[src/verilog/sync_serial_pkg.sv]
package sync_serial_pkg;

  localparam int ADDR_W = 8;

  localparam logic [ADDR_W-1:0] OFF_CTRL   = 8'h00;
  localparam logic [ADDR_W-1:0] OFF_BAUD   = 8'h04;
  localparam logic [ADDR_W-1:0] OFF_TXBUF  = 8'h08;
  localparam logic [ADDR_W-1:0] OFF_RXBUF  = 8'h0C;
  localparam logic [ADDR_W-1:0] OFF_STATUS = 8'h10;
  localparam logic [ADDR_W-1:0] OFF_IEN    = 8'h14;

  // control register field positions
  localparam int CTRL_ENABLE_BIT = 0;
  localparam int CTRL_MASTER_BIT = 1;
  localparam int CTRL_MSB_BIT    = 2;
  localparam int CTRL_LOOP_BIT   = 3;
  localparam int CTRL_POL_BIT    = 4;
  localparam int CTRL_PHASE_BIT  = 5;
  localparam int CTRL_WIDTH_LSB  = 8;

  localparam logic [15:0] CTRL_MASK  = 16'h0F3F;
  localparam logic [15:0] CTRL_RESET = 16'h0700;
  localparam logic [15:0] BAUD_RESET = 16'h0008;
  localparam logic [3:0]  IEN_RESET  = 4'h0;

  // receive sampling window, in system clock periods after the latching edge
  localparam logic [2:0] SAMPLE_FIRST = 3'h3;
  localparam logic [2:0] SAMPLE_LAST  = 3'h5;

  localparam logic [1:0] RESP_OKAY   = 2'h0;
  localparam logic [1:0] RESP_SLVERR = 2'h2;

  typedef struct packed {
    logic [3:0] frame_width_field;
    logic       clock_phase_select;
    logic       clock_polarity_select;
    logic       loopback_select;
    logic       msb_first_select;
    logic       master_select;
    logic       block_enable;
  } ctrl_t;

  typedef struct packed {
    logic busy;
    logic receive_error_flag;
    logic transmit_error_flag;
    logic receive_full_flag;
    logic transmit_empty_flag;
  } status_t;

  typedef enum logic [0:0] {
    FRAME_IDLE   = 1'b0,
    FRAME_ACTIVE = 1'b1
  } frame_state_t;

endpackage : sync_serial_pkg

[src/verilog/sync_serial_shift_core.sv]
`timescale 1ns/1ps
module sync_serial_shift_core (
  input  wire logic        clock_in,
  input  wire logic        rst_n_in,
  input  wire logic [7:0]  s_axi_awaddr_in,
  input  wire logic        s_axi_awvalid_in,
  output logic             s_axi_awready_out,
  input  wire logic [31:0] s_axi_wdata_in,
  input  wire logic [3:0]  s_axi_wstrb_in,
  input  wire logic        s_axi_wvalid_in,
  output logic             s_axi_wready_out,
  output logic [1:0]       s_axi_bresp_out,
  output logic             s_axi_bvalid_out,
  input  wire logic        s_axi_bready_in,
  input  wire logic [7:0]  s_axi_araddr_in,
  input  wire logic        s_axi_arvalid_in,
  output logic             s_axi_arready_out,
  output logic [31:0]      s_axi_rdata_out,
  output logic [1:0]       s_axi_rresp_out,
  output logic             s_axi_rvalid_out,
  input  wire logic        s_axi_rready_in,
  input  wire logic        serial_clock_in,
  output logic             serial_clock_out,
  output logic             serial_clock_oe_out,
  input  wire logic        serial_data_in,
  output logic             serial_data_out,
  output logic             serial_data_oe_out,
  input  wire logic        arbitration_lost_in,
  output logic             irq_out
);

  logic        aw_held;
  logic [7:0]  aw_addr;
  logic        w_held;
  logic [31:0] w_data;
  logic [3:0]  w_strb;
  logic        bvalid;
  logic [1:0]  bresp;
  logic        rvalid;
  logic [1:0]  rresp;
  logic [31:0] rdata;

  logic [15:0] ctrl_reg;
  logic [15:0] baud_reload;
  logic [15:0] transmit_buffer;
  logic [15:0] receive_buffer;
  logic [3:0]  interrupt_enables;
  logic        transmit_empty_flag;
  logic        receive_full_flag;
  logic        transmit_error_flag;
  logic        receive_error_flag;

  sync_serial_pkg::frame_state_t state;
  logic [15:0] shift_reg;
  logic [4:0]  bit_cnt;
  logic        pending;
  logic        rx_bit;
  logic        sampling;
  logic [2:0]  samp_cnt;
  logic [1:0]  samp_hold;
  logic [3:0]  clk_hist;
  logic        clk_run;
  logic [15:0] baud_cnt;
  logic [5:0]  half_cnt;
  logic        sclk_level;
  logic        data_out;

  sync_serial_pkg::ctrl_t   ctrl;
  sync_serial_pkg::status_t status_flags;

  function automatic logic [15:0] merge16(input logic [15:0] old_v, input logic [31:0] new_v,
                                          input logic [3:0] strb);
    return {strb[1] ? new_v[15:8] : old_v[15:8], strb[0] ? new_v[7:0] : old_v[7:0]};
  endfunction : merge16

  function automatic logic maj3(input logic a, input logic b, input logic c);
    return (a & b) | (a & c) | (b & c);
  endfunction : maj3

  assign ctrl = sync_serial_pkg::ctrl_t'({ctrl_reg[sync_serial_pkg::CTRL_WIDTH_LSB +: 4],
                                          ctrl_reg[sync_serial_pkg::CTRL_PHASE_BIT],
                                          ctrl_reg[sync_serial_pkg::CTRL_POL_BIT],
                                          ctrl_reg[sync_serial_pkg::CTRL_LOOP_BIT],
                                          ctrl_reg[sync_serial_pkg::CTRL_MSB_BIT],
                                          ctrl_reg[sync_serial_pkg::CTRL_MASTER_BIT],
                                          ctrl_reg[sync_serial_pkg::CTRL_ENABLE_BIT]});

  // frame geometry
  wire [4:0]  frame_bits  = {1'b0, ctrl.frame_width_field} + 5'h01;
  wire [15:0] width_mask  = 16'((17'h00001 << frame_bits) - 17'h00001);
  wire [15:0] top_bit     = 16'(17'h00001 << ctrl.frame_width_field);
  wire [5:0]  frame_halves = {frame_bits, 1'b0};

  // register bus decode
  wire wr_fire   = aw_held && w_held && !bvalid;
  wire rd_fire   = s_axi_arvalid_in && !rvalid;
  wire wr_ctrl   = wr_fire && (aw_addr == sync_serial_pkg::OFF_CTRL);
  wire wr_baud   = wr_fire && (aw_addr == sync_serial_pkg::OFF_BAUD);
  wire wr_tx     = wr_fire && (aw_addr == sync_serial_pkg::OFF_TXBUF);
  wire wr_ien    = wr_fire && (aw_addr == sync_serial_pkg::OFF_IEN);
  wire wr_known  = wr_ctrl || wr_baud || wr_tx || wr_ien ||
                   (aw_addr == sync_serial_pkg::OFF_RXBUF) || (aw_addr == sync_serial_pkg::OFF_STATUS);
  wire rd_rx     = rd_fire && (s_axi_araddr_in == sync_serial_pkg::OFF_RXBUF);

  assign s_axi_awready_out = !aw_held && !bvalid;
  assign s_axi_wready_out  = !w_held && !bvalid;
  assign s_axi_arready_out = !rvalid;
  assign s_axi_bvalid_out  = bvalid;
  assign s_axi_bresp_out   = bresp;
  assign s_axi_rvalid_out  = rvalid;
  assign s_axi_rresp_out   = rresp;
  assign s_axi_rdata_out   = rdata;

  // read data select
  logic [31:0] rd_value;
  logic        rd_known;
  always_comb begin
    rd_value = 32'h00000000;
    rd_known = 1'b1;
    if (s_axi_araddr_in == sync_serial_pkg::OFF_CTRL) begin
      rd_value = {16'h0000, ctrl_reg};
    end else if (s_axi_araddr_in == sync_serial_pkg::OFF_BAUD) begin
      rd_value = {16'h0000, baud_reload};
    end else if (s_axi_araddr_in == sync_serial_pkg::OFF_TXBUF) begin
      rd_value = {16'h0000, transmit_buffer};
    end else if (s_axi_araddr_in == sync_serial_pkg::OFF_RXBUF) begin
      rd_value = {16'h0000, receive_buffer};
    end else if (s_axi_araddr_in == sync_serial_pkg::OFF_STATUS) begin
      rd_value = {27'h0000000, status_flags};
    end else if (s_axi_araddr_in == sync_serial_pkg::OFF_IEN) begin
      rd_value = {28'h0000000, interrupt_enables};
    end else begin
      rd_known = 1'b0;
    end
  end

  assign status_flags = '{busy:                (state == sync_serial_pkg::FRAME_ACTIVE) || clk_run,
                          receive_error_flag:  receive_error_flag,
                          transmit_error_flag: transmit_error_flag,
                          receive_full_flag:   receive_full_flag,
                          transmit_empty_flag: transmit_empty_flag};

  // one combined line; each source gated by its own enable
  assign irq_out = |(status_flags[3:0] & interrupt_enables);

  always_ff @(posedge clock_in) begin
    if (!rst_n_in) begin
      aw_held <= 1'b0;
      aw_addr <= 8'h00;
      w_held  <= 1'b0;
      w_data  <= 32'h00000000;
      w_strb  <= 4'h0;
      bvalid  <= 1'b0;
      bresp   <= sync_serial_pkg::RESP_OKAY;
    end else begin
      if (s_axi_awvalid_in && s_axi_awready_out) begin
        aw_held <= 1'b1;
        aw_addr <= s_axi_awaddr_in;
      end
      if (s_axi_wvalid_in && s_axi_wready_out) begin
        w_held <= 1'b1;
        w_data <= s_axi_wdata_in;
        w_strb <= s_axi_wstrb_in;
      end
      if (wr_fire) begin
        aw_held <= 1'b0;
        w_held  <= 1'b0;
        bvalid  <= 1'b1;
        bresp   <= wr_known ? sync_serial_pkg::RESP_OKAY : sync_serial_pkg::RESP_SLVERR;
      end else if (bvalid && s_axi_bready_in) begin
        bvalid <= 1'b0;
      end
    end
  end

  always_ff @(posedge clock_in) begin
    if (!rst_n_in) begin
      rvalid <= 1'b0;
      rresp  <= sync_serial_pkg::RESP_OKAY;
      rdata  <= 32'h00000000;
    end else if (rd_fire) begin
      rvalid <= 1'b1;
      rresp  <= rd_known ? sync_serial_pkg::RESP_OKAY : sync_serial_pkg::RESP_SLVERR;
      rdata  <= rd_value;
    end else if (rvalid && s_axi_rready_in) begin
      rvalid <= 1'b0;
    end
  end

  // configuration registers; lost arbitration overrides a same-cycle write
  wire [15:0] ctrl_written = merge16(ctrl_reg, w_data, w_strb) & sync_serial_pkg::CTRL_MASK;
  always_ff @(posedge clock_in) begin
    if (!rst_n_in) begin
      ctrl_reg          <= sync_serial_pkg::CTRL_RESET;
      baud_reload       <= sync_serial_pkg::BAUD_RESET;
      interrupt_enables <= sync_serial_pkg::IEN_RESET;
    end else begin
      if (wr_ctrl) begin
        ctrl_reg <= ctrl_written;
      end
      if (arbitration_lost_in) begin
        ctrl_reg[sync_serial_pkg::CTRL_MASTER_BIT] <= 1'b0;
      end
      if (wr_baud) begin
        baud_reload <= merge16(baud_reload, w_data, w_strb);
      end
      if (wr_ien) begin
        interrupt_enables <= w_data[3:0] & {4{w_strb[0]}};
      end
    end
  end

  // serial clock edge detection on the clock actually in use
  wire clk_source = ctrl.master_select ? sclk_level : serial_clock_in;
  wire clk_prev   = maj3(clk_hist[3], clk_hist[2], clk_hist[1]);
  wire clk_cur    = maj3(clk_hist[2], clk_hist[1], clk_hist[0]);
  wire clk_edge   = clk_prev != clk_cur;
  wire lead_edge  = clk_edge && (clk_cur != ctrl.clock_polarity_select);
  wire trail_edge = clk_edge && (clk_cur == ctrl.clock_polarity_select);
  // latch in mid period, shift at period end
  wire latch_edge = ctrl.clock_phase_select ? trail_edge : lead_edge;
  wire shift_edge = ctrl.clock_phase_select ? lead_edge : trail_edge;

  always_ff @(posedge clock_in) begin
    if (!rst_n_in) begin
      clk_hist <= 4'h0;
    end else begin
      clk_hist <= {clk_hist[2:0], clk_source};
    end
  end

  // frame start conditions
  wire idle         = state == sync_serial_pkg::FRAME_IDLE;
  wire master_start = idle && ctrl.block_enable && ctrl.master_select &&
                      !transmit_empty_flag && !clk_run;
  wire slave_start  = idle && ctrl.block_enable && !ctrl.master_select && clk_edge;
  wire frame_start  = master_start || slave_start;
  wire frame_live   = ctrl.block_enable && (!idle || slave_start);

  // receive data path, pins ignored when disabled
  wire data_in = !ctrl.block_enable ? 1'b0 :
                 (ctrl.loopback_select ? data_out : serial_data_in);
  wire sampled = maj3(samp_hold[1], samp_hold[0], data_in);
  wire bit_ready = sampling && (samp_cnt == sync_serial_pkg::SAMPLE_LAST);
  wire last_bit  = (bit_cnt + 5'h01) == frame_bits;

  function automatic logic [15:0] shift_in(input logic [15:0] sr, input logic b, input logic msb,
                                           input logic [15:0] mask, input logic [15:0] top);
    return msb ? (((sr << 1) & mask) | {15'h0000, b})
               : (((sr & mask) >> 1) | (b ? top : 16'h0000));
  endfunction : shift_in

  wire [15:0] final_word = shift_in(shift_reg, sampled, ctrl.msb_first_select, width_mask, top_bit);

  always_ff @(posedge clock_in) begin
    if (!rst_n_in || !frame_live) begin
      sampling  <= 1'b0;
      samp_cnt  <= 3'h0;
      samp_hold <= 2'h0;
    end else if (latch_edge) begin
      sampling <= 1'b1;
      samp_cnt <= 3'h1;
    end else if (sampling) begin
      samp_cnt <= samp_cnt + 3'h1;
      sampling <= !bit_ready;
      if (samp_cnt >= sync_serial_pkg::SAMPLE_FIRST) begin
        samp_hold <= {samp_hold[0], data_in};
      end
    end
  end

  // frame sequencing and shift register
  always_ff @(posedge clock_in) begin
    if (!rst_n_in) begin
      state     <= sync_serial_pkg::FRAME_IDLE;
      shift_reg <= 16'h0000;
      bit_cnt   <= 5'h00;
      pending   <= 1'b0;
      rx_bit    <= 1'b0;
    end else if (!ctrl.block_enable) begin
      state   <= sync_serial_pkg::FRAME_IDLE;
      pending <= 1'b0;
    end else if (frame_start) begin
      state     <= sync_serial_pkg::FRAME_ACTIVE;
      shift_reg <= transmit_buffer;
      bit_cnt   <= 5'h00;
      pending   <= 1'b0;
    end else if (!idle) begin
      if (bit_ready && last_bit) begin
        shift_reg <= final_word;
        state     <= sync_serial_pkg::FRAME_IDLE;
        pending   <= 1'b0;
      end else if (bit_ready) begin
        rx_bit  <= sampled;
        pending <= 1'b1;
        bit_cnt <= bit_cnt + 5'h01;
      end else if (shift_edge && pending) begin
        shift_reg <= shift_in(shift_reg, rx_bit, ctrl.msb_first_select, width_mask, top_bit);
        pending   <= 1'b0;
      end
    end
  end

  wire frame_done = ctrl.block_enable && !idle && bit_ready && last_bit;

  // buffers and flags; hardware set wins over the software clear
  always_ff @(posedge clock_in) begin
    if (!rst_n_in) begin
      transmit_buffer     <= 16'h0000;
      receive_buffer      <= 16'h0000;
      transmit_empty_flag <= 1'b1;
      receive_full_flag   <= 1'b0;
      transmit_error_flag <= 1'b0;
      receive_error_flag  <= 1'b0;
    end else begin
      if (wr_tx) begin
        transmit_buffer     <= merge16(transmit_buffer, w_data, w_strb) & width_mask;
        transmit_empty_flag <= 1'b0;
        transmit_error_flag <= 1'b0;
      end
      if (frame_start) begin
        transmit_empty_flag <= 1'b1;
      end
      if (slave_start && transmit_empty_flag) begin
        transmit_error_flag <= 1'b1;
      end
      if (rd_rx) begin
        receive_full_flag  <= 1'b0;
        receive_error_flag <= 1'b0;
      end
      if (frame_done) begin
        receive_buffer    <= final_word & width_mask;
        receive_full_flag <= 1'b1;
        if (receive_full_flag && !rd_rx) begin
          receive_error_flag <= 1'b1;
        end
      end
    end
  end

  // master clock generator: baud_reload cycles per half period
  wire half_end  = baud_cnt <= 16'h0001;
  wire [5:0] next_half = half_cnt + 6'h01;
  wire next_active = ctrl.clock_phase_select ? !next_half[0] : next_half[0];

  always_ff @(posedge clock_in) begin
    if (!rst_n_in) begin
      clk_run    <= 1'b0;
      baud_cnt   <= sync_serial_pkg::BAUD_RESET;
      half_cnt   <= 6'h00;
      sclk_level <= 1'b0;
    end else if (!ctrl.block_enable || !ctrl.master_select) begin
      clk_run    <= 1'b0;
      sclk_level <= ctrl.clock_polarity_select;
    end else if (master_start) begin
      clk_run    <= 1'b1;
      baud_cnt   <= baud_reload;
      half_cnt   <= 6'h00;
      sclk_level <= ctrl.clock_polarity_select ^ ctrl.clock_phase_select;
    end else if (clk_run) begin
      if (half_end) begin
        baud_cnt <= baud_reload;
        half_cnt <= next_half;
        if (next_half == frame_halves) begin
          clk_run    <= 1'b0;
          sclk_level <= ctrl.clock_polarity_select;
        end else begin
          sclk_level <= ctrl.clock_polarity_select ^ next_active;
        end
      end else begin
        baud_cnt <= baud_cnt - 16'h0001;
      end
    end else begin
      sclk_level <= ctrl.clock_polarity_select;
    end
  end

  // output bit: idle slave presents its first bit ahead of the remote clock
  wire [15:0] out_word = idle ? transmit_buffer : shift_reg;
  wire out_bit = ctrl.msb_first_select ? |(out_word & top_bit) : out_word[0];

  always_ff @(posedge clock_in) begin
    if (!rst_n_in) begin
      data_out <= 1'b0;
    end else begin
      data_out <= ctrl.block_enable ? out_bit : 1'b0;
    end
  end

  assign serial_data_out     = data_out;
  assign serial_data_oe_out  = ctrl.block_enable && !ctrl.loopback_select;
  assign serial_clock_out    = sclk_level;
  assign serial_clock_oe_out = ctrl.block_enable && ctrl.master_select;

endmodule : sync_serial_shift_core

[config.mk]
export PLATFORM = sky130hd
export DESIGN_NAME = sync_serial_shift_core
export DESIGN_NICKNAME = d
export VERILOG_FILES = /design/src/verilog/sync_serial_pkg.sv /design/src/verilog/sync_serial_shift_core.sv
export SDC_FILE = /design/constraint.sdc
export NUM_CORES = 1
export LEC_CHECK = 0
export BUFFER_PORTS_ARGS = -buffer_cell sky130_fd_sc_hd__buf_2
export CAP_MARGIN = 20
export CORE_UTILIZATION = 55
export CTS_BUF_LIST = sky130_fd_sc_hd__clkbuf_2
export DETAILED_ROUTE_END_ITERATION = 7
export GPL_TIMING_DRIVEN = 0
export HOLD_SLACK_MARGIN = 0.02
export PLACE_DENSITY = 0.83
export SLEW_MARGIN = 30
export SYNTH_ARGS = -nofsm -noshare
export SYNTH_HDL_FRONTEND = slang
export SYNTH_SLANG_ARGS = --single-unit
[constraint.sdc]
create_clock -name clock_in -period 3 [get_ports clock_in]
set_input_delay 0.15 -clock clock_in [delete_from_list [all_inputs] [get_ports clock_in]]
set_output_delay 0.15 -clock clock_in [all_outputs]
set_load 0.01 [all_outputs]
==> results.yml <==
final_layout:
  fin_util_pct: 70.31
  layout.cells.non_filler: 1702
  area_delta_synth_final_pct: 23.51
  nNetsFinal: 1540
  share_of_final_layout_standard_cells_stronger_than_drive_strength_1_pct: 17.75
min_path:
  min-delay-path-class: "primary input to flop"
cts:
  cts.sink_count: 173
  clkLatencyLatePin_ps: 830
  clk_pin_slew_ps: 320
  cts_htree_levels: 4
  max-clock-path-buffers: 2
  clock-root-buffer: "sky130_fd_sc_hd__clkbuf_2"
  tritoncts: "built"
  cts_made_buffers: 17
sta:
  final.period_utilization_pct: 101.1
  slew_headroom_pct: 36.64
  clk_skew_ps: 42.30
  setup_ws_ps: -32.50
  fmaxAchievable_mhz: 329.8
  period_needed_ps: 3033
  max_slew.worst_pin.slew_ps: 950.5
  finalHoldViolCount: 0
  finalSetupViolCount: 2
  tns_ps: -50.40
  final-max-slew-violation-count: 0
  setup_repair_after_global_routing_missed_its_margin: "yes"
drt:
  met2_wirelength_um: 17410
  via_count: 11140
  wl_met1_um: 14220
  postRouteWirelength_um: 38780
  wl_per_cell_um: 22.78
  drt_iter0_drc: 1647
  wl_met3_um: 4832
  viasPerCell: 6.542
  detailedRoute.firstPassIterationCount: 8
  drt_drc_violations_left: 0
  route.top_layer_used: "met4"
  ant_nets: 0
critical_path:
  timing_worst_setup_path_type: "flop to flop"
  crit_slowest_cell: "sky130_fd_sc_hd__or4_1"
  worstPathCellList: "or4_1 > or3_1 > nor3_2 > nand2_1 > nor2_1 > nand2_1 > a21boi_0"
  critical_path_start_type: "flop"
  critical_path.max_fanout: 7
  critical-path-top-delay-family: "simple AND/OR/NAND/NOR gates"
  required_ps: 3700
  timing.critical_path.slowest_cell_delay_ps: 550
  cpMostUsedCell: "sky130_fd_sc_hd__nand2_1"
  crit_path_end_kind: "flop"
  timing.critical_path.buf_inv: 0
  worstPathArrival_ps: 3730
synthesis:
  ys_async_sr_fraction_pct: 0
  synth.mux.area_fraction_pct: 5.791
  synth-warning-count: 0
  yosysUniqueCellTypes: 78
  post_synth_main_area_contributors: "sky130_fd_sc_hd__dfxtp_1, sky130_fd_sc_hd__nand2_1, sky130_fd_sc_hd__a21boi_0"
  synth-simple-area-share_pct: 23.56
  synthesized_area_fraction_occupied_by_ao_oa_aoi_and_oai_cells_pct: 25.76
  synth_edf_count: 0
  synth_ff_type: "sky130_fd_sc_hd__dfxtp_1"
  post_synth_inst_count: 1253
  synth_xor_xnor_area_share_pct: 2.519
  postSynthRegisterBits: 173
  netlist.top_cell.by_area: "sky130_fd_sc_hd__dfxtp_1"
  postSynthAreaPerCell_um2: 7.967
  yosys.area_share.adder_pct: 1.880
  yosysSeqAreaShare_pct: 34.70
  synth_top_area_share_pct: 34.70
  post_synth_instance_area_um2: 9982
  largest_family_of_logic_cells_by_synthesized_area: "compound AO/OA/AOI/OAI gates"
global_route:
  grt_util_all_layers_pct: 40.53
  grt_pass1_vias: 10270
  globalRouteOverflowTotal: 0
  largest_net_degree_at_the_start_of_global_routing: 20
  global_route_wire_length_before_repair_um: 56500
  grt_antenna_before_repair: 1
placed_design:
  globalplace.congestion: 1.032
  placedCellCount: 1565
  port_buffers: 70
  pre_cts_slack_ps: -1013
  detailedPlacementHpwl_um: 25550
status:
  violations: "negative setup slack"
  result_of_the_run: "complete, but fails checks"
pwr:
  power.ir.vdd_worst_mv: 0.2856
  power_leakage_nw: 4.580
  power_density_nw_per_um2: 341.2
  finalPower_mw: 4.207
die:
  die_span_x_um: 136.7
  floorplan.io_pins: 108
  floorplan_die_area_um2: 18690
  core.rowCount: 48
  floorplan.core_area_um2: 17540
  die_h_um: 136.7
  floorplan.initialDensity_pct: 56.92
run:
  cap_viol_max_count: 0
-- final timing paths --
check             cells after the start  slack, ps                             from                          endpoint
setup / recovery                      7        -30          aw_addr[0]$_SDFFE_PN0P_         ctrl_reg[11]$_SDFFE_PN0P_
setup reg to reg                      7        -30          aw_addr[0]$_SDFFE_PN0P_         ctrl_reg[11]$_SDFFE_PN0P_
hold / removal                        6         60               s_axi_araddr_in[1]  s_axi_rdata_out[10]$_SDFFE_PN0P_
hold reg to reg                       2        470  receive_buffer[12]$_SDFFE_PN0P_   receive_buffer[12]$_SDFFE_PN0P_
-- through the flow --
| step | hold WS (ps) | cell area (um2) |
|---|---|---|
| after CTS | 40.87 | 11930 |
| after floorplan | 226.1 | 10050 |
| after detailed placement | 343.4 | 10690 |
| after global routing | 72.59 | 12330 |
| final | 61.03 | 12330 |
| after global placement | 332.5 | 10680 |
-- worst reg2reg max path, cell delays in order (launching register included) --
cell and delay [ps]:
sky130_fd_sc_hd__dfxtp_1 420, sky130_fd_sc_hd__or4_1 550, sky130_fd_sc_hd__or3_1 440, sky130_fd_sc_hd__nor3_2 360, sky130_fd_sc_hd__nand2_1 160, sky130_fd_sc_hd__nor2_1 440
sky130_fd_sc_hd__nand2_1 110, sky130_fd_sc_hd__a21boi_0 440
-- power breakdown --
part | total (mW) | internal [mW] | switching [mW]
clock network | 1.33 | 0.292 | 1.03
logic | 0.478 | 0.217 | 0.260
registers | 2.40 | 2.35 | 0.0548
total | 4.21 | 2.86 | 1.35
-- synth_stat cells (5+ instances only) --
library cell,count
sky130_fd_sc_hd__a21o_1,7
sky130_fd_sc_hd__o211a_1,9
sky130_fd_sc_hd__a21boi_0,75
sky130_fd_sc_hd__o22ai_1,20
sky130_fd_sc_hd__o21ai_0,75
sky130_fd_sc_hd__a31oi_1,15
sky130_fd_sc_hd__a22o_1,6
sky130_fd_sc_hd__a211oi_1,9
sky130_fd_sc_hd__nand3b_1,6
sky130_fd_sc_hd__or3_1,12
sky130_fd_sc_hd__nor3b_1,11
sky130_fd_sc_hd__xnor2_1,15
sky130_fd_sc_hd__inv_1,17
sky130_fd_sc_hd__nand2b_1,7
sky130_fd_sc_hd__nor2_1,69
sky130_fd_sc_hd__ha_1,15
sky130_fd_sc_hd__o21a_1,5
sky130_fd_sc_hd__a221oi_1,11
sky130_fd_sc_hd__a22oi_1,6
sky130_fd_sc_hd__nor3_1,20
sky130_fd_sc_hd__o311ai_0,5
sky130_fd_sc_hd__a32oi_1,7
sky130_fd_sc_hd__o211ai_1,19
sky130_fd_sc_hd__dfxtp_1,173
sky130_fd_sc_hd__mux2_2,18
sky130_fd_sc_hd__and3_1,15
sky130_fd_sc_hd__o31ai_1,7
sky130_fd_sc_hd__clkbuf_1,72
sky130_fd_sc_hd__nor4_1,8
sky130_fd_sc_hd__xor2_1,11
sky130_fd_sc_hd__buf_4,18
sky130_fd_sc_hd__a21oi_1,57
sky130_fd_sc_hd__buf_2,11
sky130_fd_sc_hd__nand2_1,184
sky130_fd_sc_hd__or4_1,5
sky130_fd_sc_hd__or2_2,7
sky130_fd_sc_hd__nor2b_1,52
sky130_fd_sc_hd__nand3_1,53
sky130_fd_sc_hd__mux2i_1,36
sky130_fd_sc_hd__and2_1,16
-- metal layers --
metal | track usage (%) | vias up
met2 | 63.99 | 835
met4 | 23.70 | 0
met3 | 12.89 | 220
met5 | 0 | -
li1 | - | 4906
met1 | 48.18 | 5174
-- kinds of logic (layout without fill, tap and decap cells) --
group,Yosys count,count (layout)
multiplexers,55,55
AO/OA/AOI/OAI,376,376
buffers and inverters,127,333
XOR/XNOR,27,27
adder cells (fa/ha/maj),15,15
other,1,19
AND/OR/NAND/NOR,479,479
flip-flops,173,173
-- placed cells by master (no fill, tap or decap), drive strengths merged, types with 53 or more instances in the layout --
cell type	Yosys	layout
clkbuf	73	87
dlygate4sd3	0	74
a21oi	57	57
nand2	184	184
nor2	71	71
nand3	53	53
buf	34	137
o21ai	76	76
dfxtp	173	173
a21boi	78	78
-- repair_timing --
item                                   4_1_cts  5_1_grt
hold buffers                                74        0
gates resized for setup                     47       53
pin swaps                                    7       26
gates cloned                                 2        0
setup endpoints to repair                   49       40
endpoints found under the hold margin       75        0
buffers inserted                            10       21
-- area by class of cell --
| class | instances | area (um2) |
|---|---|---|
| multi-input cells | 970 | 6327 |
| fillers | 1323 | 5207 |
| flip-flops and latches | 173 | 3473 |
| repair buffers | 177 | 1368 |
| plain buffers | 104 | 543.0 |
| well taps | 225 | 281.5 |
| clock inverters | 15 | 166.4 |
| clock buffers | 17 | 85.08 |
| inverters | 20 | 82.58 |
| diodes | 1 | 2.502 |
No activity file was read; power rests on OpenSTA's default activity.
